<file path="config.mk">
export PLATFORM = sky130hd
export DESIGN_NAME = xch_top
export DESIGN_NICKNAME = d
export VERILOG_FILES = /design/src/logic/xch_pkg.sv /design/src/logic/xch_stream_if.sv /design/src/logic/xch_route_dec.sv /design/src/logic/xch_skid_buf.sv /design/src/logic/xch_top.sv
export SDC_FILE = /design/constraint.sdc
export NUM_CORES = 1
export LEC_CHECK = 0
export ABC_AREA = 1
export BUFFER_PORTS_ARGS = -buffer_cell sky130_fd_sc_hd__buf_2
export CAP_MARGIN = 20
export CORE_MARGIN = 1.5
export CORE_UTILIZATION = 50
export DETAILED_ROUTE_END_ITERATION = 16
export GPL_ROUTABILITY_DRIVEN = 0
export PLACE_DENSITY = 0.72
export SLEW_MARGIN = 10
export SYNTH_ARGS = -nofsm -noshare
export SYNTH_HDL_FRONTEND = slang
export SYNTH_SLANG_ARGS = --single-unit
</file>
<file path="constraint.sdc">
create_clock -name clk -period 2.2 [get_ports clk]
set_clock_uncertainty 0.15 [all_clocks]
set_input_delay 0.22 -clock clk [delete_from_list [all_inputs] [get_ports clk]]
set_output_delay 0.22 -clock clk [all_outputs]
set_load 0.005 [all_outputs]
</file>
<file path="src/logic/xch_pkg.sv">
// shared widths, port indices, encodings and reset values of the bus exchanger
package xch_pkg;
   localparam int NUM_PORTS = 4;
   localparam int WORD_W = 9;
   localparam int CODE_W = 5;
   localparam int IDX_W = 2;

   typedef logic [WORD_W-1:0] xch_word_t;
   typedef logic [CODE_W-1:0] xch_code_t;
   typedef logic [IDX_W-1:0] xch_idx_t;

   // port indices, used both as receiver slot and as source select
   localparam xch_idx_t PORT_A1 = 2'h0;
   localparam xch_idx_t PORT_A2 = 2'h1;
   localparam xch_idx_t PORT_B1 = 2'h2;
   localparam xch_idx_t PORT_B2 = 2'h3;

   // route codes below this one drive nothing
   localparam xch_code_t CODE_OFF = 5'h00;
   localparam xch_code_t CODE_FIRST_LIVE = 5'h08;

   localparam xch_word_t WORD_RST = 9'h000;
   localparam logic [NUM_PORTS-1:0] OE_NONE = 4'h0;

   // two-entry buffer fill levels
   localparam logic [1:0] BUF_EMPTY = 2'h0;
   localparam logic [1:0] BUF_ONE = 2'h1;
   localparam logic [1:0] BUF_DEPTH = 2'h2;

   // decoded route: per receiver an enable and the source it takes from
   typedef struct packed {
      logic [NUM_PORTS-1:0] en;
      logic [NUM_PORTS-1:0][IDX_W-1:0] src;
   } xch_route_t;

   localparam xch_route_t ROUTE_NONE = '{en: 4'h0, src: 8'h00};

   // driver state; gray along dark -> live
   typedef enum logic {
      XCH_DARK = 1'b0,
      XCH_LIVE = 1'b1
   } xch_mode_t;
endpackage

</file>
<file path="src/logic/xch_stream_if.sv">
// valid/ready word stream between the exchanger and its buffers
`timescale 1ns/1ns
`default_nettype none
interface xch_stream_if;
   logic valid;
   logic ready;
   logic [8:0] data;
   modport source (output valid, output data, input ready);
   modport sink (input valid, input data, output ready);
endinterface // xch_stream_if
`default_nettype wire

</file>
<file path="src/logic/xch_route_dec.sv">
// route code to per-receiver enable and source select
`timescale 1ns/1ns
`default_nettype none
module xch_route_dec (
   input wire xch_pkg::xch_code_t code,
   output xch_pkg::xch_route_t route
);
   import xch_pkg::*;

   // adds one path tx -> rx to a decoded route
   function automatic xch_route_t link(xch_route_t r, xch_idx_t rx, xch_idx_t tx);
      xch_route_t t;
      t = r;
      t.en[rx] = 1'b1;
      t.src[rx] = tx;
      return t;
   endfunction

   // one table, so enables and selects can never disagree
   always_comb begin
      case (code)
         5'h08: route = link(link(ROUTE_NONE, PORT_A1, PORT_A2), PORT_B2, PORT_B1);
         5'h09: route = link(ROUTE_NONE, PORT_A1, PORT_A2);
         5'h0a: route = link(ROUTE_NONE, PORT_B1, PORT_B2);
         5'h0b: route = link(link(ROUTE_NONE, PORT_A1, PORT_A2), PORT_B1, PORT_B2);
         5'h0c: route = link(link(ROUTE_NONE, PORT_A2, PORT_A1), PORT_B2, PORT_B1);
         5'h0d: route = link(ROUTE_NONE, PORT_A2, PORT_A1);
         5'h0e: route = link(ROUTE_NONE, PORT_B2, PORT_B1);
         5'h0f: route = link(link(ROUTE_NONE, PORT_A2, PORT_A1), PORT_B1, PORT_B2);
         5'h10: route = link(link(ROUTE_NONE, PORT_B1, PORT_A1), PORT_A2, PORT_B2);
         5'h11: route = link(ROUTE_NONE, PORT_B1, PORT_A1);
         5'h12: route = link(ROUTE_NONE, PORT_B2, PORT_A2);
         5'h13: route = link(link(ROUTE_NONE, PORT_B1, PORT_A1), PORT_B2, PORT_A2);
         5'h14: route = link(link(ROUTE_NONE, PORT_A1, PORT_B1), PORT_B2, PORT_A2);
         5'h15: route = link(ROUTE_NONE, PORT_A1, PORT_B1);
         5'h16: route = link(ROUTE_NONE, PORT_A2, PORT_B2);
         5'h17: route = link(link(ROUTE_NONE, PORT_A1, PORT_B1), PORT_A2, PORT_B2);
         5'h18: route = link(link(ROUTE_NONE, PORT_A1, PORT_B2), PORT_B1, PORT_A2);
         5'h19: route = link(ROUTE_NONE, PORT_A2, PORT_B1);
         5'h1a: route = link(ROUTE_NONE, PORT_A1, PORT_B2);
         5'h1b: route = link(link(ROUTE_NONE, PORT_A1, PORT_B2), PORT_A2, PORT_B1);
         5'h1c: route = link(link(ROUTE_NONE, PORT_B2, PORT_A1), PORT_A2, PORT_B1);
         5'h1d: route = link(ROUTE_NONE, PORT_B2, PORT_A1);
         5'h1e: route = link(ROUTE_NONE, PORT_B1, PORT_A2);
         5'h1f: route = link(link(ROUTE_NONE, PORT_B2, PORT_A1), PORT_B1, PORT_A2);
         // off and unused codes both leave every driver off
         default: route = ROUTE_NONE;
      endcase
   end
endmodule // xch_route_dec
`default_nettype wire

</file>
<file path="src/logic/xch_skid_buf.sv">
// two-entry word buffer with valid/ready on both sides
`timescale 1ns/1ns
`default_nettype none
module xch_skid_buf (
   input wire logic clk,
   input wire logic rst,
   input wire logic flush,
   xch_stream_if.sink fillSide,
   xch_stream_if.source drainSide
);
   import xch_pkg::*;

   typedef struct packed {
      logic [1:0][WORD_W-1:0] slot;
      logic [1:0] count;
      logic full;
   } xch_buf_state_t;

   xch_buf_state_t state_ff;
   xch_buf_state_t nxt_state;
   logic push;
   logic pop;

   // full is a flop so that the ready seen by the filler is clean
   assign fillSide.ready = ~state_ff.full;
   assign drainSide.valid = (state_ff.count != BUF_EMPTY);
   assign drainSide.data = state_ff.slot[0];
   assign push = fillSide.valid & ~state_ff.full;
   assign pop = drainSide.ready & (state_ff.count != BUF_EMPTY);

   // pop shifts first, push then lands behind what is left
   always_comb begin
      nxt_state = state_ff;
      if (pop) begin
         nxt_state.slot[0] = state_ff.slot[1];
         nxt_state.count = state_ff.count - BUF_ONE;
      end
      if (push) begin
         nxt_state.slot[nxt_state.count[0]] = fillSide.data;
         nxt_state.count = nxt_state.count + BUF_ONE;
      end
      if (flush) begin
         nxt_state.count = BUF_EMPTY;
      end
      nxt_state.full = (nxt_state.count == BUF_DEPTH);
   end

   always_ff @(posedge clk) begin
      if (rst) begin
         state_ff <= '0;
      end else begin
         state_ff <= nxt_state;
      end
   end

   // a pushed word into an empty buffer is the next word drained
   a_buf_first_out: assert property (@(posedge clk) disable iff (rst)
      (push && state_ff.count == BUF_EMPTY && !pop && !flush)
      |=> (drainSide.valid && drainSide.data == $past(fillSide.data)))
      else $error("buffered word lost or altered");
endmodule // xch_skid_buf
`default_nettype wire

</file>
<file path="src/logic/xch_top.sv">
// four-port nine-bit registered bus exchanger
// What this block does
// load route from selector while load strobe low
// strobe high keeps route, registers routed words
// kill input disables all drivers immediately
// leave kill only by clocked load
// code zero turns every driver off
// codes 08-0b route within the A and B pairs
// codes 0c-0f route within pairs, other direction
// codes 10-13 route A ports to B ports
// codes 14-17 route B ports to A ports
// codes 18-1b route crosswise between A and B
// codes 1c-1d route a1 to b2 and more
// codes 1e-1f route a2 to b1 and more
// all nine bits travel together, registered
// new routes switch cleanly on clock edges
// unnamed receivers keep drivers off
// unused codes behave like code zero
`timescale 1ns/1ns
`default_nettype none
module xch_top (
   input wire logic clk,
   input wire logic rst,
   input wire xch_pkg::xch_code_t routeSel,
   input wire logic routeLoad_n,
   input wire logic outputKill,
   input wire xch_pkg::xch_word_t portA1In,
   output logic [8:0] portA1Out,
   output logic portA1Oe,
   input wire xch_pkg::xch_word_t portA2In,
   output logic [8:0] portA2Out,
   output logic portA2Oe,
   input wire xch_pkg::xch_word_t portB1In,
   output logic [8:0] portB1Out,
   output logic portB1Oe,
   input wire xch_pkg::xch_word_t portB2In,
   output logic [8:0] portB2Out,
   output logic portB2Oe,
   input wire logic [3:0] portHold,
   output logic [3:0] portReady
);
   import xch_pkg::*;

   typedef struct packed {
      logic [NUM_PORTS-1:0][WORD_W-1:0] pinMeta;
      logic [NUM_PORTS-1:0][WORD_W-1:0] pinSync;
      xch_code_t selMeta;
      xch_code_t selSync;
      logic loadMeta_n;
      logic loadSync_n;
      logic killMeta;
      logic killSync;
      xch_code_t route;
      xch_mode_t mode;
      logic [NUM_PORTS-1:0] oe;
      logic [NUM_PORTS-1:0][WORD_W-1:0] dout;
   } xch_top_state_t;

   // strobe synchronisers idle high, so leaving reset is not taken as a load
   localparam xch_top_state_t TOP_RST = '{
      pinMeta: '0,
      pinSync: '0,
      selMeta: CODE_OFF,
      selSync: CODE_OFF,
      loadMeta_n: 1'b1,
      loadSync_n: 1'b1,
      killMeta: 1'b0,
      killSync: 1'b0,
      route: CODE_OFF,
      mode: XCH_DARK,
      oe: OE_NONE,
      dout: '0
   };

   xch_top_state_t state_ff;
   xch_top_state_t nxt_state;
   xch_route_t rxRoute;
   logic loadTaken;
   logic [NUM_PORTS-1:0] bufValid;
   logic [NUM_PORTS-1:0] bufReady;
   logic [NUM_PORTS-1:0] popWord;
   logic [NUM_PORTS-1:0][WORD_W-1:0] bufData;
   logic [NUM_PORTS-1:0] fillValid;

   // decode the held route code, never the raw selector pins
   xch_route_dec routeDec (
      .code(state_ff.route),
      .route(rxRoute)
   );

   // the route only changes on a load edge, so the enables can too
   assign loadTaken = ~state_ff.loadSync_n;

   // one buffer per receiver; a load or kill flushes stale words
   for (genvar r = 0; r < NUM_PORTS; r++) begin : g_rx
      xch_stream_if fillIf ();
      xch_stream_if drainIf ();
      assign fillValid[r] = (state_ff.mode == XCH_LIVE) & rxRoute.en[r]
         & state_ff.loadSync_n & ~state_ff.killSync;
      assign fillIf.valid = fillValid[r];
      assign fillIf.data = state_ff.pinSync[rxRoute.src[r]];
      assign drainIf.ready = ~portHold[r];
      assign bufValid[r] = drainIf.valid;
      assign bufData[r] = drainIf.data;
      assign bufReady[r] = fillIf.ready;
      assign popWord[r] = bufValid[r] & ~portHold[r];
      xch_skid_buf rxBuf (
         .clk(clk),
         .rst(rst),
         .flush(loadTaken | state_ff.killSync),
         .fillSide(fillIf.sink),
         .drainSide(drainIf.source)
      );
   end

   // pins pass two flops; route and mode update together, enables follow a cycle later
   always_comb begin
      nxt_state = state_ff;
      nxt_state.pinMeta[PORT_A1] = portA1In;
      nxt_state.pinMeta[PORT_A2] = portA2In;
      nxt_state.pinMeta[PORT_B1] = portB1In;
      nxt_state.pinMeta[PORT_B2] = portB2In;
      nxt_state.pinSync = state_ff.pinMeta;
      nxt_state.selMeta = routeSel;
      nxt_state.selSync = state_ff.selMeta;
      nxt_state.loadMeta_n = routeLoad_n;
      nxt_state.loadSync_n = state_ff.loadMeta_n;
      nxt_state.killMeta = outputKill;
      nxt_state.killSync = state_ff.killMeta;
      // strobe high leaves the route untouched
      if (loadTaken) begin
         nxt_state.route = state_ff.selSync;
      end
      // kill wins; only a load with kill low brings drivers back
      if (state_ff.killSync) begin
         nxt_state.mode = XCH_DARK;
      end else if (loadTaken) begin
         nxt_state.mode = XCH_LIVE;
      end
      // enables follow the decoded route a cycle later, on an edge
      if (state_ff.mode == XCH_LIVE && !state_ff.killSync) begin
         nxt_state.oe = rxRoute.en;
      end else begin
         nxt_state.oe = OE_NONE;
      end
      for (int r = 0; r < NUM_PORTS; r++) begin
         if (popWord[r]) begin
            nxt_state.dout[r] = bufData[r];
         end
      end
   end

   always_ff @(posedge clk) begin
      if (rst) begin
         state_ff <= TOP_RST;
      end else begin
         state_ff <= nxt_state;
      end
   end

   // data straight from flops; the kill gate is the one path past a clock
   assign portA1Out = state_ff.dout[PORT_A1];
   assign portA2Out = state_ff.dout[PORT_A2];
   assign portB1Out = state_ff.dout[PORT_B1];
   assign portB2Out = state_ff.dout[PORT_B2];
   assign portA1Oe = state_ff.oe[PORT_A1] & ~outputKill;
   assign portA2Oe = state_ff.oe[PORT_A2] & ~outputKill;
   assign portB1Oe = state_ff.oe[PORT_B1] & ~outputKill;
   assign portB2Oe = state_ff.oe[PORT_B2] & ~outputKill;
   assign portReady = bufReady;

   a_load_takes_sel: assert property (@(posedge clk) disable iff (rst)
      loadTaken |=> (state_ff.route == $past(state_ff.selSync)))
      else $error("route not loaded from selector");

   a_route_kept_high: assert property (@(posedge clk) disable iff (rst)
      state_ff.loadSync_n |=> $stable(state_ff.route))
      else $error("route changed without load strobe");

   a_kill_drivers_off: assert property (@(posedge clk) disable iff (rst)
      outputKill |-> !(portA1Oe || portA2Oe || portB1Oe || portB2Oe))
      else $error("driver on while kill high");

   a_kill_goes_dark: assert property (@(posedge clk) disable iff (rst)
      state_ff.killSync |=> (state_ff.mode == XCH_DARK && state_ff.oe == OE_NONE))
      else $error("kill did not darken the exchanger");

   a_dark_needs_load: assert property (@(posedge clk) disable iff (rst)
      (state_ff.mode == XCH_DARK && !(loadTaken && !state_ff.killSync))
      |=> (state_ff.mode == XCH_DARK) ##1 (state_ff.oe == OE_NONE))
      else $error("left dark state without a clocked load");

   a_off_code_silent: assert property (@(posedge clk) disable iff (rst)
      (state_ff.route < CODE_FIRST_LIVE) |=> (state_ff.oe == OE_NONE || $changed(state_ff.route)
      || $past(loadTaken)))
      else $error("driver enabled by off or unused code");

   a_unused_decodes: assert property (@(posedge clk) disable iff (rst)
      (state_ff.route < CODE_FIRST_LIVE) |-> (rxRoute.en == OE_NONE))
      else $error("unused code decodes to a path");

   a_code09_path: assert property (@(posedge clk) disable iff (rst)
      (state_ff.route == 5'h09) |-> (rxRoute.en == 4'h1 && rxRoute.src[PORT_A1] == PORT_A2))
      else $error("code 09 path wrong");

   a_code0f_path: assert property (@(posedge clk) disable iff (rst)
      (state_ff.route == 5'h0f) |-> (rxRoute.en == 4'h6 && rxRoute.src[PORT_A2] == PORT_A1
      && rxRoute.src[PORT_B1] == PORT_B2))
      else $error("code 0f path wrong");

   a_code10_path: assert property (@(posedge clk) disable iff (rst)
      (state_ff.route == 5'h10) |-> (rxRoute.en == 4'h6 && rxRoute.src[PORT_B1] == PORT_A1
      && rxRoute.src[PORT_A2] == PORT_B2))
      else $error("code 10 path wrong");

   a_code15_path: assert property (@(posedge clk) disable iff (rst)
      (state_ff.route == 5'h15) |-> (rxRoute.en == 4'h1 && rxRoute.src[PORT_A1] == PORT_B1))
      else $error("code 15 path wrong");

   a_code19_path: assert property (@(posedge clk) disable iff (rst)
      (state_ff.route == 5'h19) |-> (rxRoute.en == 4'h2 && rxRoute.src[PORT_A2] == PORT_B1))
      else $error("code 19 path wrong");

   a_code1d_path: assert property (@(posedge clk) disable iff (rst)
      (state_ff.route == 5'h1d) |-> (rxRoute.en == 4'h8 && rxRoute.src[PORT_B2] == PORT_A1))
      else $error("code 1d path wrong");

   a_code1e_path: assert property (@(posedge clk) disable iff (rst)
      (state_ff.route == 5'h1e) |-> (rxRoute.en == 4'h4 && rxRoute.src[PORT_B1] == PORT_A2))
      else $error("code 1e path wrong");

   a_code08_path: assert property (@(posedge clk) disable iff (rst)
      (state_ff.route == 5'h08) |-> (rxRoute.en == 4'h9 && rxRoute.src[PORT_A1] == PORT_A2
      && rxRoute.src[PORT_B2] == PORT_B1))
      else $error("code 08 path wrong");

   a_code0a_path: assert property (@(posedge clk) disable iff (rst)
      (state_ff.route == 5'h0a) |-> (rxRoute.en == 4'h4 && rxRoute.src[PORT_B1] == PORT_B2))
      else $error("code 0a path wrong");

   a_code0b_path: assert property (@(posedge clk) disable iff (rst)
      (state_ff.route == 5'h0b) |-> (rxRoute.en == 4'h5 && rxRoute.src[PORT_A1] == PORT_A2
      && rxRoute.src[PORT_B1] == PORT_B2))
      else $error("code 0b path wrong");

   a_code0c_path: assert property (@(posedge clk) disable iff (rst)
      (state_ff.route == 5'h0c) |-> (rxRoute.en == 4'ha && rxRoute.src[PORT_A2] == PORT_A1
      && rxRoute.src[PORT_B2] == PORT_B1))
      else $error("code 0c path wrong");

   a_code0d_path: assert property (@(posedge clk) disable iff (rst)
      (state_ff.route == 5'h0d) |-> (rxRoute.en == 4'h2 && rxRoute.src[PORT_A2] == PORT_A1))
      else $error("code 0d path wrong");

   a_code0e_path: assert property (@(posedge clk) disable iff (rst)
      (state_ff.route == 5'h0e) |-> (rxRoute.en == 4'h8 && rxRoute.src[PORT_B2] == PORT_B1))
      else $error("code 0e path wrong");

   a_code11_path: assert property (@(posedge clk) disable iff (rst)
      (state_ff.route == 5'h11) |-> (rxRoute.en == 4'h4 && rxRoute.src[PORT_B1] == PORT_A1))
      else $error("code 11 path wrong");

   a_code12_path: assert property (@(posedge clk) disable iff (rst)
      (state_ff.route == 5'h12) |-> (rxRoute.en == 4'h8 && rxRoute.src[PORT_B2] == PORT_A2))
      else $error("code 12 path wrong");

   a_code13_path: assert property (@(posedge clk) disable iff (rst)
      (state_ff.route == 5'h13) |-> (rxRoute.en == 4'hc && rxRoute.src[PORT_B1] == PORT_A1
      && rxRoute.src[PORT_B2] == PORT_A2))
      else $error("code 13 path wrong");

   a_code14_path: assert property (@(posedge clk) disable iff (rst)
      (state_ff.route == 5'h14) |-> (rxRoute.en == 4'h9 && rxRoute.src[PORT_A1] == PORT_B1
      && rxRoute.src[PORT_B2] == PORT_A2))
      else $error("code 14 path wrong");

   a_code16_path: assert property (@(posedge clk) disable iff (rst)
      (state_ff.route == 5'h16) |-> (rxRoute.en == 4'h2 && rxRoute.src[PORT_A2] == PORT_B2))
      else $error("code 16 path wrong");

   a_code17_path: assert property (@(posedge clk) disable iff (rst)
      (state_ff.route == 5'h17) |-> (rxRoute.en == 4'h3 && rxRoute.src[PORT_A1] == PORT_B1
      && rxRoute.src[PORT_A2] == PORT_B2))
      else $error("code 17 path wrong");

   a_code18_path: assert property (@(posedge clk) disable iff (rst)
      (state_ff.route == 5'h18) |-> (rxRoute.en == 4'h5 && rxRoute.src[PORT_A1] == PORT_B2
      && rxRoute.src[PORT_B1] == PORT_A2))
      else $error("code 18 path wrong");

   a_code1a_path: assert property (@(posedge clk) disable iff (rst)
      (state_ff.route == 5'h1a) |-> (rxRoute.en == 4'h1 && rxRoute.src[PORT_A1] == PORT_B2))
      else $error("code 1a path wrong");

   a_code1b_path: assert property (@(posedge clk) disable iff (rst)
      (state_ff.route == 5'h1b) |-> (rxRoute.en == 4'h3 && rxRoute.src[PORT_A1] == PORT_B2
      && rxRoute.src[PORT_A2] == PORT_B1))
      else $error("code 1b path wrong");

   a_code1c_path: assert property (@(posedge clk) disable iff (rst)
      (state_ff.route == 5'h1c) |-> (rxRoute.en == 4'ha && rxRoute.src[PORT_B2] == PORT_A1
      && rxRoute.src[PORT_A2] == PORT_B1))
      else $error("code 1c path wrong");

   a_code1f_path: assert property (@(posedge clk) disable iff (rst)
      (state_ff.route == 5'h1f) |-> (rxRoute.en == 4'hc && rxRoute.src[PORT_B2] == PORT_A1
      && rxRoute.src[PORT_B1] == PORT_A2))
      else $error("code 1f path wrong");

   a_word_to_port: assert property (@(posedge clk) disable iff (rst)
      popWord[PORT_A1] |=> (portA1Out == $past(bufData[PORT_A1])))
      else $error("popped word not driven on receiver");

   a_oe_clean_switch: assert property (@(posedge clk) disable iff (rst)
      $changed(state_ff.oe) |-> ($past(state_ff.killSync) || $past(state_ff.mode != XCH_LIVE)
      || $past(loadTaken, 2) || $past(loadTaken)))
      else $error("driver enable moved without load or kill");

   a_idle_rx_off: assert property (@(posedge clk) disable iff (rst)
      !rxRoute.en[PORT_B2] && $stable(state_ff.route) |=> !state_ff.oe[PORT_B2])
      else $error("unnamed receiver driving");
endmodule // xch_top
`default_nettype wire

</file>
Yosys cells after proc, flatten, opt, wreduce, memory -nomap -nowiden
Memories as Yosys holds them, arrays and structs flattened. A register that Yosys moved wholly into a read port is not among the register bits.
Cells that the tools add are included.

storage, ports and cells
  output and inout port bits = 44
  bits in read-only memories = 384
  memories kept = 1
  input port bits = 49
  register bits = 216

operators by class
  mux-type cells = 34
  equal/unequal tests = 4
  $add $sub $neg = 8
  bitwise logic cells = 37
  magnitude comparators = 12
  reduce and logical (&&, ||, !) cells = 12

memories
  name              depth  width  rd ports  clocked after memory_dff  write ports  line                 source
  (name not given)  32     12     1         1                         0            xch_route_dec.sv:21  case (code)

operators with widths
  operator             number
  $mux 11              8
  $bmux 9 s2           4
  $bwmux 18            4
  $mux 9               8
  $demux 9 s1          4
  $and 1x1->1          24
  $lt 2x3->1 const B   4
  $not 1->1            12
  $mux 5               2
  $add 2x1->2 const B  4
  $eq 2x2->1 const B   4
  $lt 1x2->1 const B   4
  $mux 2               4
  $reduce_bool 2->1    4
  $sub 2x1->2 const B  4
  $logic_and 1x1->1    5
  $ge 1x1->1 const B   4
  $reduce_or 2->1      2
  $logic_not 1->1      1
  $or 1x1->1           1

Logic depth before layout (Yosys ltp)
Gate-level depths: netlist of run 1.

  depth after elaboration = 11
  depth in mapped cells = 11

By module
A second synthesis of run 1 with hierarchy kept.

unflattened totals
  cell total of the unflattened synthesis = 1549
  area total of the unflattened synthesis = 10553.9 µm²

by module, submodules not included
  module         cells an instance  area an instance (µm²)  instances  sequential area each (µm²)
  xch_top        907                6087.1                  1          2642.5
  xch_skid_buf   149                1069.8                  4          420.4
  xch_route_dec  46                 187.7                   1          0.0

Worst setup path after synthesis of run 1
No wires, ideal clock.

  kind = register to register
  start point = register g_rx[2].rxBuf.state_ff[1] (netlist bit)
  end point = register g_rx[2].rxBuf.state_ff[20] (netlist bit)
  cell stages (with the launch flop) = 11
  buffers on the path = 2
  slack = 152 ps
  data arrival time = 1824 ps
  library setup time = 74 ps
  cell sequence = dfxtp_1 > inv_1 > ha_1 > nor2_2 > nand2_1 > nand2_1 > ha_1 > clkbuf_1 > clkbuf_1 > o21ai_0 > a31oi_1

on the way
  word-level cells in the longest chain between the ends = 8

RTL lines
  what                                                                   line                source
  start, declared                                                        xch_skid_buf.sv:19  xch_buf_state_t state_ff;
  start signal, assigned                                                 xch_skid_buf.sv:52  state_ff <= nxt_state;
  branches (longest 2 deep; another with $sub 2x1->2)                    --
  $mux 11 *                                                              xch_skid_buf.sv:34  if (pop) begin
  $lt 1x2->1 (not written as such) / $ge 1x1->1 (equally long branches)  xch_skid_buf.sv:39  nxt_state.slot[nxt_state.count[0]] = fillSide.data;
  $logic_and 1x1->1 (not written as such)                                xch_skid_buf.sv:39
  $mux 9 (not written as such)                                           xch_skid_buf.sv:39
  $demux 9 s1 *                                                          --
  $bwmux 18 *                                                            xch_skid_buf.sv:39

Mark *: on every way between the ends.
A chain may end at the register's enable or synchronous reset.

Worst setup path in the final report of run 1
  start point = register g_rx[0].rxBuf.state_ff[1] (netlist bit)
  end point = register g_rx[0].rxBuf.state_ff[17] (netlist bit)

on the way
  word-level cells in the longest chain between the ends = 8

RTL lines
  what                                                                   line
  start, declared                                                        xch_skid_buf.sv:19
  start signal, assigned                                                 xch_skid_buf.sv:52
  branches (longest 2 deep; another with $sub 2x1->2)                    --
  $mux 11 *                                                              xch_skid_buf.sv:34
  $lt 1x2->1 (not written as such) / $ge 1x1->1 (equally long branches)  xch_skid_buf.sv:39
  $logic_and 1x1->1 (not written as such)                                xch_skid_buf.sv:39
  $mux 9 (not written as such)                                           xch_skid_buf.sv:39
  $demux 9 s1 *                                                          --
  $bwmux 18 *                                                            xch_skid_buf.sv:39

Marked as above.

==> reports/metrics.yaml, run 1 <==
cells_and_area:
  diodes: 0
  fin_nets: 1511
  drive_above_1_share: 0.120
  final-seq-area_um2: 4560
  syn_to_final_growth_pct: 15.9
  multi_input_area_um2: 3810
  fillers: 1687
synthesis:
  yosysTopAreaCell: "dfxtp_1"
  yosysWarnings: 0
  ys_seq_elements: 228
  syn-instance-count: 1380
  yosysTopAreaCellShare: 0.470
  synth_cell_types: 24
  syn_area_um2: 9700
  synth.avg_cell_area_um2: 7.03
  synth_area_leaders: "dfxtp_1 47%, nand2_1 13%, nor2_1 9.4%, o21ai_0 7.7%, inv_1 6.8%"
  synth.net_count: 1437
  ys_seq_area_frac: 0.470
drt:
  wl_um: 22100
  drtIter0Drc: 624
  vias: 8258
  drtPass1Iterations: 5
  drc_errors: 0
  routedWlPerCell_um: 12.8
  viasPerCell: 4.77
  ant_nets: 0
worst_setup_path:
  required_ps: 2490
  cp-start-kind: "flop"
  rrSetupSlack_ps: 100
  end_kind: "flop"
  critPathMaxFanout: 18
  crit_arrival_ps: 2390
  timing_worst_setup_path_type: "reg -> reg"
power_and_ir_drop:
  vdd_ir_drop_max_uv: 539
  powerDensity_nw_per_um2: 779
  leakagePower_nw: 5.45
floorplanning:
  die_y_um: 142
  start_util: 0.514
  core_um2: 18900
  die_x_um: 142
  die_area_um2: 20300
  num_io_pins: 93
  num_rows: 50
place:
  portBuffers: 92
  hpwlAfterDp_um: 14700
flow_run:
  maxCapViolCount: 0
sta:
  setup_viol: 0
  finalCriticalPeriod_ps: 2100
  max_freq_mhz: 476
  fin_setup_tns_ps: 0
  slew_viol_final: 0
  relSlewSlack: 0.622
  timing.hold.ws_ps: 99.4
  tightest_slew_ps: 567
  rsz0062_at_grt: "false"
  hold_viol: 0
  fin_crit_sh: 0.955
clock_tree:
  cts_tree: "yes"
  clk_path_buf_depth: 3
  cts_buffers: 24
  post_cts_buffers: 0
  clk_pin_slew_ps: 60
  root_buffer: "clkbuf_16"
  clk_latency_ps: 520
  h-tree-depth: 1
  clock-sinks: 228
global_routing:
  grtUsageTotal: 0.225
  antenna_found_initial: 0
  grt_pass1_vias: 7654
  overflow: 0
  grt_pass1_wl_um: 36900
  grt_max_degree: 105
worst_hold_path:
  hold_class: "in -> reg"
outcome:
  status: "complete, no violations"
## cell usage after synthesis
| library cell | instances |
|---|---|
| a21oi_1 | 38 |
| a31oi_1 | 36 |
| buf_1 | 4 |
| buf_2 | 20 |
| buf_4 | 42 |
| buf_6 | 5 |
| clkbuf_1 | 35 |
| clkbuf_8 | 2 |
| clkinv_1 | 4 |
| dfxtp_1 | 228 |
| dlygate4sd1_1 | 1 |
| ha_1 | 8 |
| inv_1 | 177 |
| inv_2 | 3 |
| nand2_1 | 325 |
| nand2_2 | 2 |
| nand3_1 | 41 |
| nand3_2 | 1 |
| nand3_4 | 5 |
| nor2_1 | 244 |
| nor2_2 | 3 |
| nor2_4 | 4 |
| o21ai_0 | 150 |
| or2_2 | 2 |
## placed cells by master, fill, tap and decap left out, types with 2 or more instances in the layout
cell / Yosys / routed
nand2_1: 325 / 325
nor2_1: 244 / 242
dfxtp_1: 228 / 228
inv_1: 177 / 177
o21ai_0: 150 / 150
buf_2: 20 / 92
dlygate4sd3_1: 0 / 45
nand3_1: 41 / 41
a21oi_1: 38 / 38
a31oi_1: 36 / 36
clkbuf_16: 0 / 24
buf_4: 42 / 19
clkbuf_8: 2 / 6
nand3_4: 5 / 5
nor2_2: 3 / 5
ha_1: 8 / 5
nor2_4: 4 / 4
clkinv_1: 4 / 4
clkinv_2: 0 / 4
inv_2: 3 / 3
ha_2: 0 / 3
clkbuf_1: 35 / 3
or2_2: 2 / 2
nand2_2: 2 / 2
clkinvlp_4: 0 / 2
## logic make-up after synthesis
logic type,synth area share
simple gates,0.260
buf+inv,0.139
fa+ha+maj,0.0103
flops,0.470
compound gates,0.120
## power breakdown
part,internal [W],switching [W],total [W]
sequential,0.00423,0.0000541,0.00429
clock,0.00233,0.00162,0.00395
combinational,0.000198,0.000318,0.000516
total,0.00676,0.00199,0.00875
## layout make-up
class | instances | share of cell area
flip-flops and latches | 228 | 0.406
inverters | 184 | 0.0614
clock buffers | 33 | 0.0618
well taps | 260 | 0.0289
multi-input cells | 859 | 0.338
repair buffers | 157 | 0.0955
clock inverters | 9 | 0.00801
## through the flow
step,total power [W],std cells,area [um2],worst slack [ps],util
detailed placement,0.00482,1643,10000,107,0.529
CTS,0.00878,1730,11200,100,0.595
global route,0.00909,1730,11200,8.91,0.595
floorplan,0.00468,1380,9700,152,-
global placement,0.00481,1643,10000,216,0.529
finish,0.00875,1730,11200,99.7,0.595
## path summary, 6_finish.rpt
check | from | endpoint | cells past startpoint
max reg2reg | g_rx[0].rxBuf.state_ff[1]$_SDFF_PP0_ | g_rx[0].rxBuf.state_ff[17]$_SDFFE_PP0P_ | 8
max | g_rx[0].rxBuf.state_ff[1]$_SDFF_PP0_ | g_rx[0].rxBuf.state_ff[17]$_SDFFE_PP0P_ | 8
min reg2reg | nxt_state[46]$_SDFF_PP0_ | state_ff[46]$_SDFF_PP0_ | 2
min | portHold[2] | portB1Out[8]$_SDFFE_PP0P_ | 4
## metal layers
metal  part of all wire  track usage  up-vias
met3              0.057       0.0323       50
met2               0.45        0.372      252
met5                  0            0        -
met1               0.46        0.302     3605
li1                   -            -     4351
met4              0.029       0.0781        0
## worst max-delay path, stage by stage, from the launching register on
cell and delay (ps):
dfxtp_1 330, inv_1 60, ha_1 220, nor2_2 130, nand2_1 110, nand2_1 120
ha_1 530, o21ai_0 180, a31oi_1 200
## flip-flops by register name (all words and copies together) (netlist names)
register / count
g_rx.rxBuf.drainSide.data: 36
g_rx.rxBuf.state_ff: 48
nxt_state: 43
portA1Out: 9
portA2Out: 9
portB1Out: 9
portB2Out: 9
routeDec.route: 12
state_ff: 53
## what timing repair did
item	CTS	global route
resized for setup	0	3
endpoints found under the setup margin	0	19
hold buffers	45	0
endpoints found under the hold margin	49	0
Note: power is estimated with default switching activity, not from simulation.
==> run 2: changes to the inputs <==
Settings changed: MAX_ROUTING_LAYER set to met4.
==> reports/metrics.yaml, run 2 (same netlist as run 1, synthesis figures left out) <==
worst_setup_path:
  crit_arrival_ps: 2380
  required_ps: 2490
  end_kind: "flop"
  timing_worst_setup_path_type: "reg -> reg"
  cp-start-kind: "flop"
  critPathMaxFanout: 18
drt:
  drtPass1Iterations: 6
  routedWlPerCell_um: 12.7
  drc_errors: 0
  drtIter0Drc: 629
  vias: 8230
  ant_nets: 0
  wl_um: 22000
  viasPerCell: 4.76
sta:
  setup_slack_ps: 102
  tightest_slew_ps: 569
  setup_viol: 0
  relSlewSlack: 0.620
  rsz0062_at_grt: "false"
  finalCriticalPeriod_ps: 2100
  fin_crit_sh: 0.954
  hold_viol: 0
  max_freq_mhz: 477
  slew_viol_final: 0
  fin_setup_tns_ps: 0
floorplanning:
  die_area_um2: 20300
  core_um2: 18900
  num_io_pins: 93
  die_x_um: 142
  start_util: 0.514
  die_y_um: 142
  num_rows: 50
clock_tree:
  cts_tree: "yes"
  clock-sinks: 228
  root_buffer: "clkbuf_16"
  clk_latency_ps: 520
  clk_path_buf_depth: 3
  h-tree-depth: 1
  clk_pin_slew_ps: 60
  cts_buffers: 24
place:
  placed_cell_area_um2: 10000
  portBuffers: 92
  hpwlAfterDp_um: 14700
  post-place-ws_ps: 107
power_and_ir_drop:
  vdd_ir_drop_max_uv: 537
  power_w: 0.00875
  combPwrFrac: 0.059
  leakagePower_nw: 5.45
  p_int_w: 0.00676
  seq_power_share: 0.490
  switching_share: 0.227
  powerDensity_nw_per_um2: 778
  pwr-share-clk: 0.451
  p_sw_w: 0.00199
cells_and_area:
  final_area_um2: 11200
  final_cell_mix: "325 x nand2_1, 242 x nor2_1, 228 x dfxtp_1"
  drive_above_1_share: 0.120
  regMostFlops: "state_ff"
  layout_commonest_cell: "nand2_1"
  syn_to_final_growth_pct: 15.9
  fin_util: 0.595
  diodes: 0
  largest_reg_flops: 53
  fin_nets: 1511
global_routing:
  antenna_found_initial: 0
  grt_pass1_vias: 7652
  grt_pass1_wl_um: 36900
  grtUsageTotal: 0.232
  overflow: 0
  grt_max_degree: 105
outcome:
  status: "complete, no violations"
worst_hold_path:
  hold_class: "in -> reg"
flow_run:
  maxCapViolCount: 0
run 2: final timing paths:
| kind | startpoint | end | slack [ps] | cells past startpoint |
|---|---|---|---|---|
| hold / removal | portHold[2] | portB1Out[8]$_SDFFE_PP0P_ | 100 | 4 |
| setup / recovery | g_rx[0].rxBuf.state_ff[1]$_SDFF_PP0_ | g_rx[0].rxBuf.state_ff[17]$_SDFFE_PP0P_ | 100 | 8 |
| setup reg to reg | g_rx[0].rxBuf.state_ff[1]$_SDFF_PP0_ | g_rx[0].rxBuf.state_ff[17]$_SDFFE_PP0P_ | 100 | 8 |
| hold reg to reg | nxt_state[46]$_SDFF_PP0_ | state_ff[46]$_SDFF_PP0_ | 250 | 2 |
run 2: through the flow:
stage	hold slack (ps)	cells
2_1_floorplan	174	1380
3_3_place_gp	241	1643
3_5_place_dp	242	1643
4_1_cts	88.7	1730
5_1_grt	104	1730
6_report	97.6	1730
run 2: repair_timing:
item / in CTS / in global routing
hold buffers: 45 / 0
endpoints found under the setup margin: 0 / 19
setup buffers: 0 / 0
resized for setup: 0 / 3
hold endpoints to repair: 49 / 0
run 2: metal layers:
layer  wire (um)  global-route usage  share of wire  vias up
li1            -                   -              -     4351
met1       10200               0.304           0.46     3590
met2       10000               0.372           0.46      242
met3        1210              0.0306          0.055       47
met4         608              0.0781          0.028        0
met5           0                   -              0        -
run 2: power groups by stage:
| stage | registers (W) | clock network, W | logic [W] |
|---|---|---|---|
| after floorplan | 0.00436 | 0 | 0.000321 |
| after global placement | 0.00438 | 0 | 0.000437 |
| after detailed placement | 0.00438 | 0 | 0.000443 |
| after CTS | 0.00429 | 0.00399 | 0.000505 |
| after global routing | 0.00430 | 0.00420 | 0.000586 |
| final | 0.00429 | 0.00394 | 0.000516 |
run 2: final cells by class:
class | instances | area [um2]
fill | 1687 | 7650
clock inverter | 9 | 90.1
sequential | 228 | 4560
multi-input combinational | 859 | 3810
clock buffer | 33 | 694
inverter | 184 | 691
timing repair buffer | 157 | 1070
tap | 260 | 325
run 2: critical path, cell delays in order, from the launching register on:
cell and delay [ps]:
dfxtp_1 330, inv_1 60, ha_1 220, nor2_2 130, nand2_1 110, nand2_1 120, ha_1 530, o21ai_0 180
a31oi_1 190
==> run 3: changes to the inputs <==
Settings changed: REMOVE_ABC_BUFFERS set to 1.
==> reports/metrics.yaml, run 3 (same netlist as run 1, synthesis figures left out) <==
worst_setup_path:
  required_ps: 2480
  cp-start-kind: "flop"
  end_kind: "flop"
  timing_worst_setup_path_type: "reg -> reg"
  max_stage_delay_ps: 490
  cp_slowest_cell: "ha_1"
  critPathMaxFanout: 18
  path_cells: "inv_1 > ha_1 > nor2_2 > nand2_1 > nand2_1 > ha_1 > o21ai_0 > a31oi_1"
  crit_arrival_ps: 2320
cells_and_area:
  largest_reg_flops: 53
  layout_commonest_cell: "nand2_1"
  regMostFlops: "state_ff"
  syn_to_final_growth_pct: 17.3
  final-seq-area_um2: 4560
  drive_above_1_share: 0.122
  fin_nets: 1513
  multi_input_area_um2: 3820
  fillers: 1731
  final_cell_mix: "325 x nand2_1, 242 x nor2_1, 228 x dfxtp_1"
  diodes: 0
floorplanning:
  core_um2: 18900
  die_x_um: 142
  die_y_um: 142
  num_io_pins: 93
  num_rows: 50
  die_area_um2: 20300
  start_util: 0.514
clock_tree:
  root_buffer: "clkbuf_16"
  clock-sinks: 228
  clk_pin_slew_ps: 60
  clk_path_buf_depth: 3
  cts_buffers: 23
  clk_latency_ps: 520
  cts_tree: "yes"
  h-tree-depth: 1
drt:
  drc_errors: 0
  ant_nets: 0
  viasPerCell: 4.85
  drtIter0Drc: 582
  drtPass1Iterations: 6
  routedWlPerCell_um: 12.8
  vias: 8411
  wl_um: 22100
sta:
  fin_setup_tns_ps: 0
  finalCriticalPeriod_ps: 2040
  tightest_slew_ps: 514
  rsz0062_at_grt: "false"
  fin_crit_sh: 0.929
  slew_viol_final: 0
  hold_viol: 0
  setup_slack_ps: 155
  timing.hold.ws_ps: 111
  setup_viol: 0
  max_freq_mhz: 489
  relSlewSlack: 0.657
outcome:
  status: "complete, no violations"
global_routing:
  antenna_found_initial: 0
  grtUsageTotal: 0.224
  grt_max_degree: 109
  grt_pass1_wl_um: 35900
  overflow: 0
  grt_pass1_vias: 7565
worst_hold_path:
  hold_class: "in -> reg"
place:
  hpwlAfterDp_um: 14600
  portBuffers: 92
  post-place-ws_ps: 67.9
power_and_ir_drop:
  leakagePower_nw: 5.52
  powerDensity_nw_per_um2: 812
  vdd_ir_drop_max_uv: 653
flow_run:
  maxCapViolCount: 0
==> run 3: cell types whose count changed in the layout (fill, tap and decap cells not counted), sizes merged <==
cell / previous run / this run
bufinv: 1 / 6
buf: 112 / 113
clkbuf: 33 / 30
dlygate4sd3: 45 / 47
clkinvlp: 2 / 0
==> run 3: metrics by stage <==
step | utilization | instances | cell area (um2) | power (W)
after floorplan | - | 1271 | 9050 | 0.00462
after global placement | 0.530 | 1644 | 10000 | 0.00482
after detailed placement | 0.530 | 1644 | 10000 | 0.00483
after CTS | 0.602 | 1733 | 11400 | 0.00930
after global routing | 0.603 | 1733 | 11400 | 0.00955
final | 0.603 | 1733 | 11400 | 0.00924
==> run 3: critical path, delay by kind of cell, from the launching register on <==
kind	cells	cell delay, ps
adders and majority gates	2	700
AOI/OAI and AO/OA	2	370
DFF	1	330
and+or+nand+nor	3	360
buffers and inverters	1	60
==> run 3: path summary, 6_finish.rpt <==
path / start / endpoint / slack (ps) / cells after the start
max reg2reg: g_rx[1].rxBuf.state_ff[1]$_SDFF_PP0_ / g_rx[1].rxBuf.state_ff[15]$_SDFFE_PP0P_ / 160 / 8
min reg2reg: nxt_state[53]$_SDFF_PP0_ / state_ff[53]$_SDFF_PP0_ / 250 / 2
min: portHold[1] / portA2Out[7]$_SDFFE_PP0P_ / 110 / 4
max: g_rx[1].rxBuf.state_ff[1]$_SDFF_PP0_ / g_rx[1].rxBuf.state_ff[15]$_SDFFE_PP0P_ / 160 / 8
==> run 3: final cells by class <==
class / instances / share of cell area
clock buffer: 30 / 0.0581
clock inverter: 12 / 0.0188
inverter: 184 / 0.0607
multi-input combinational: 859 / 0.335
sequential: 228 / 0.401
tap: 260 / 0.0286
timing repair buffer: 160 / 0.0978
==> run 3: timing repair <==
item | CTS | global route
hold buffers | 47 | 0
hold endpoints to repair | 48 | 0
setup buffers | 0 | 0
gates resized for setup | 0 | 4
endpoints found under the setup margin | 0 | 17
==> run 3: where the power goes <==
part / switching, W / total, W / internal (W)
registers: 0.0000593 / 0.00429 / 0.00423
logic: 0.000315 / 0.000520 / 0.000204
clock network: 0.00161 / 0.00443 / 0.00282
total: 0.00198 / 0.00924 / 0.00726
==> run 3: per-layer routing <==
metal / track usage / vias up / part of all wire
li1: - / 4363 / -
met1: 0.292 / 3742 / 0.46
met2: 0.364 / 258 / 0.46
met3: 0.0283 / 48 / 0.056
met4: 0.0695 / 0 / 0.026
met5: - / - / 0
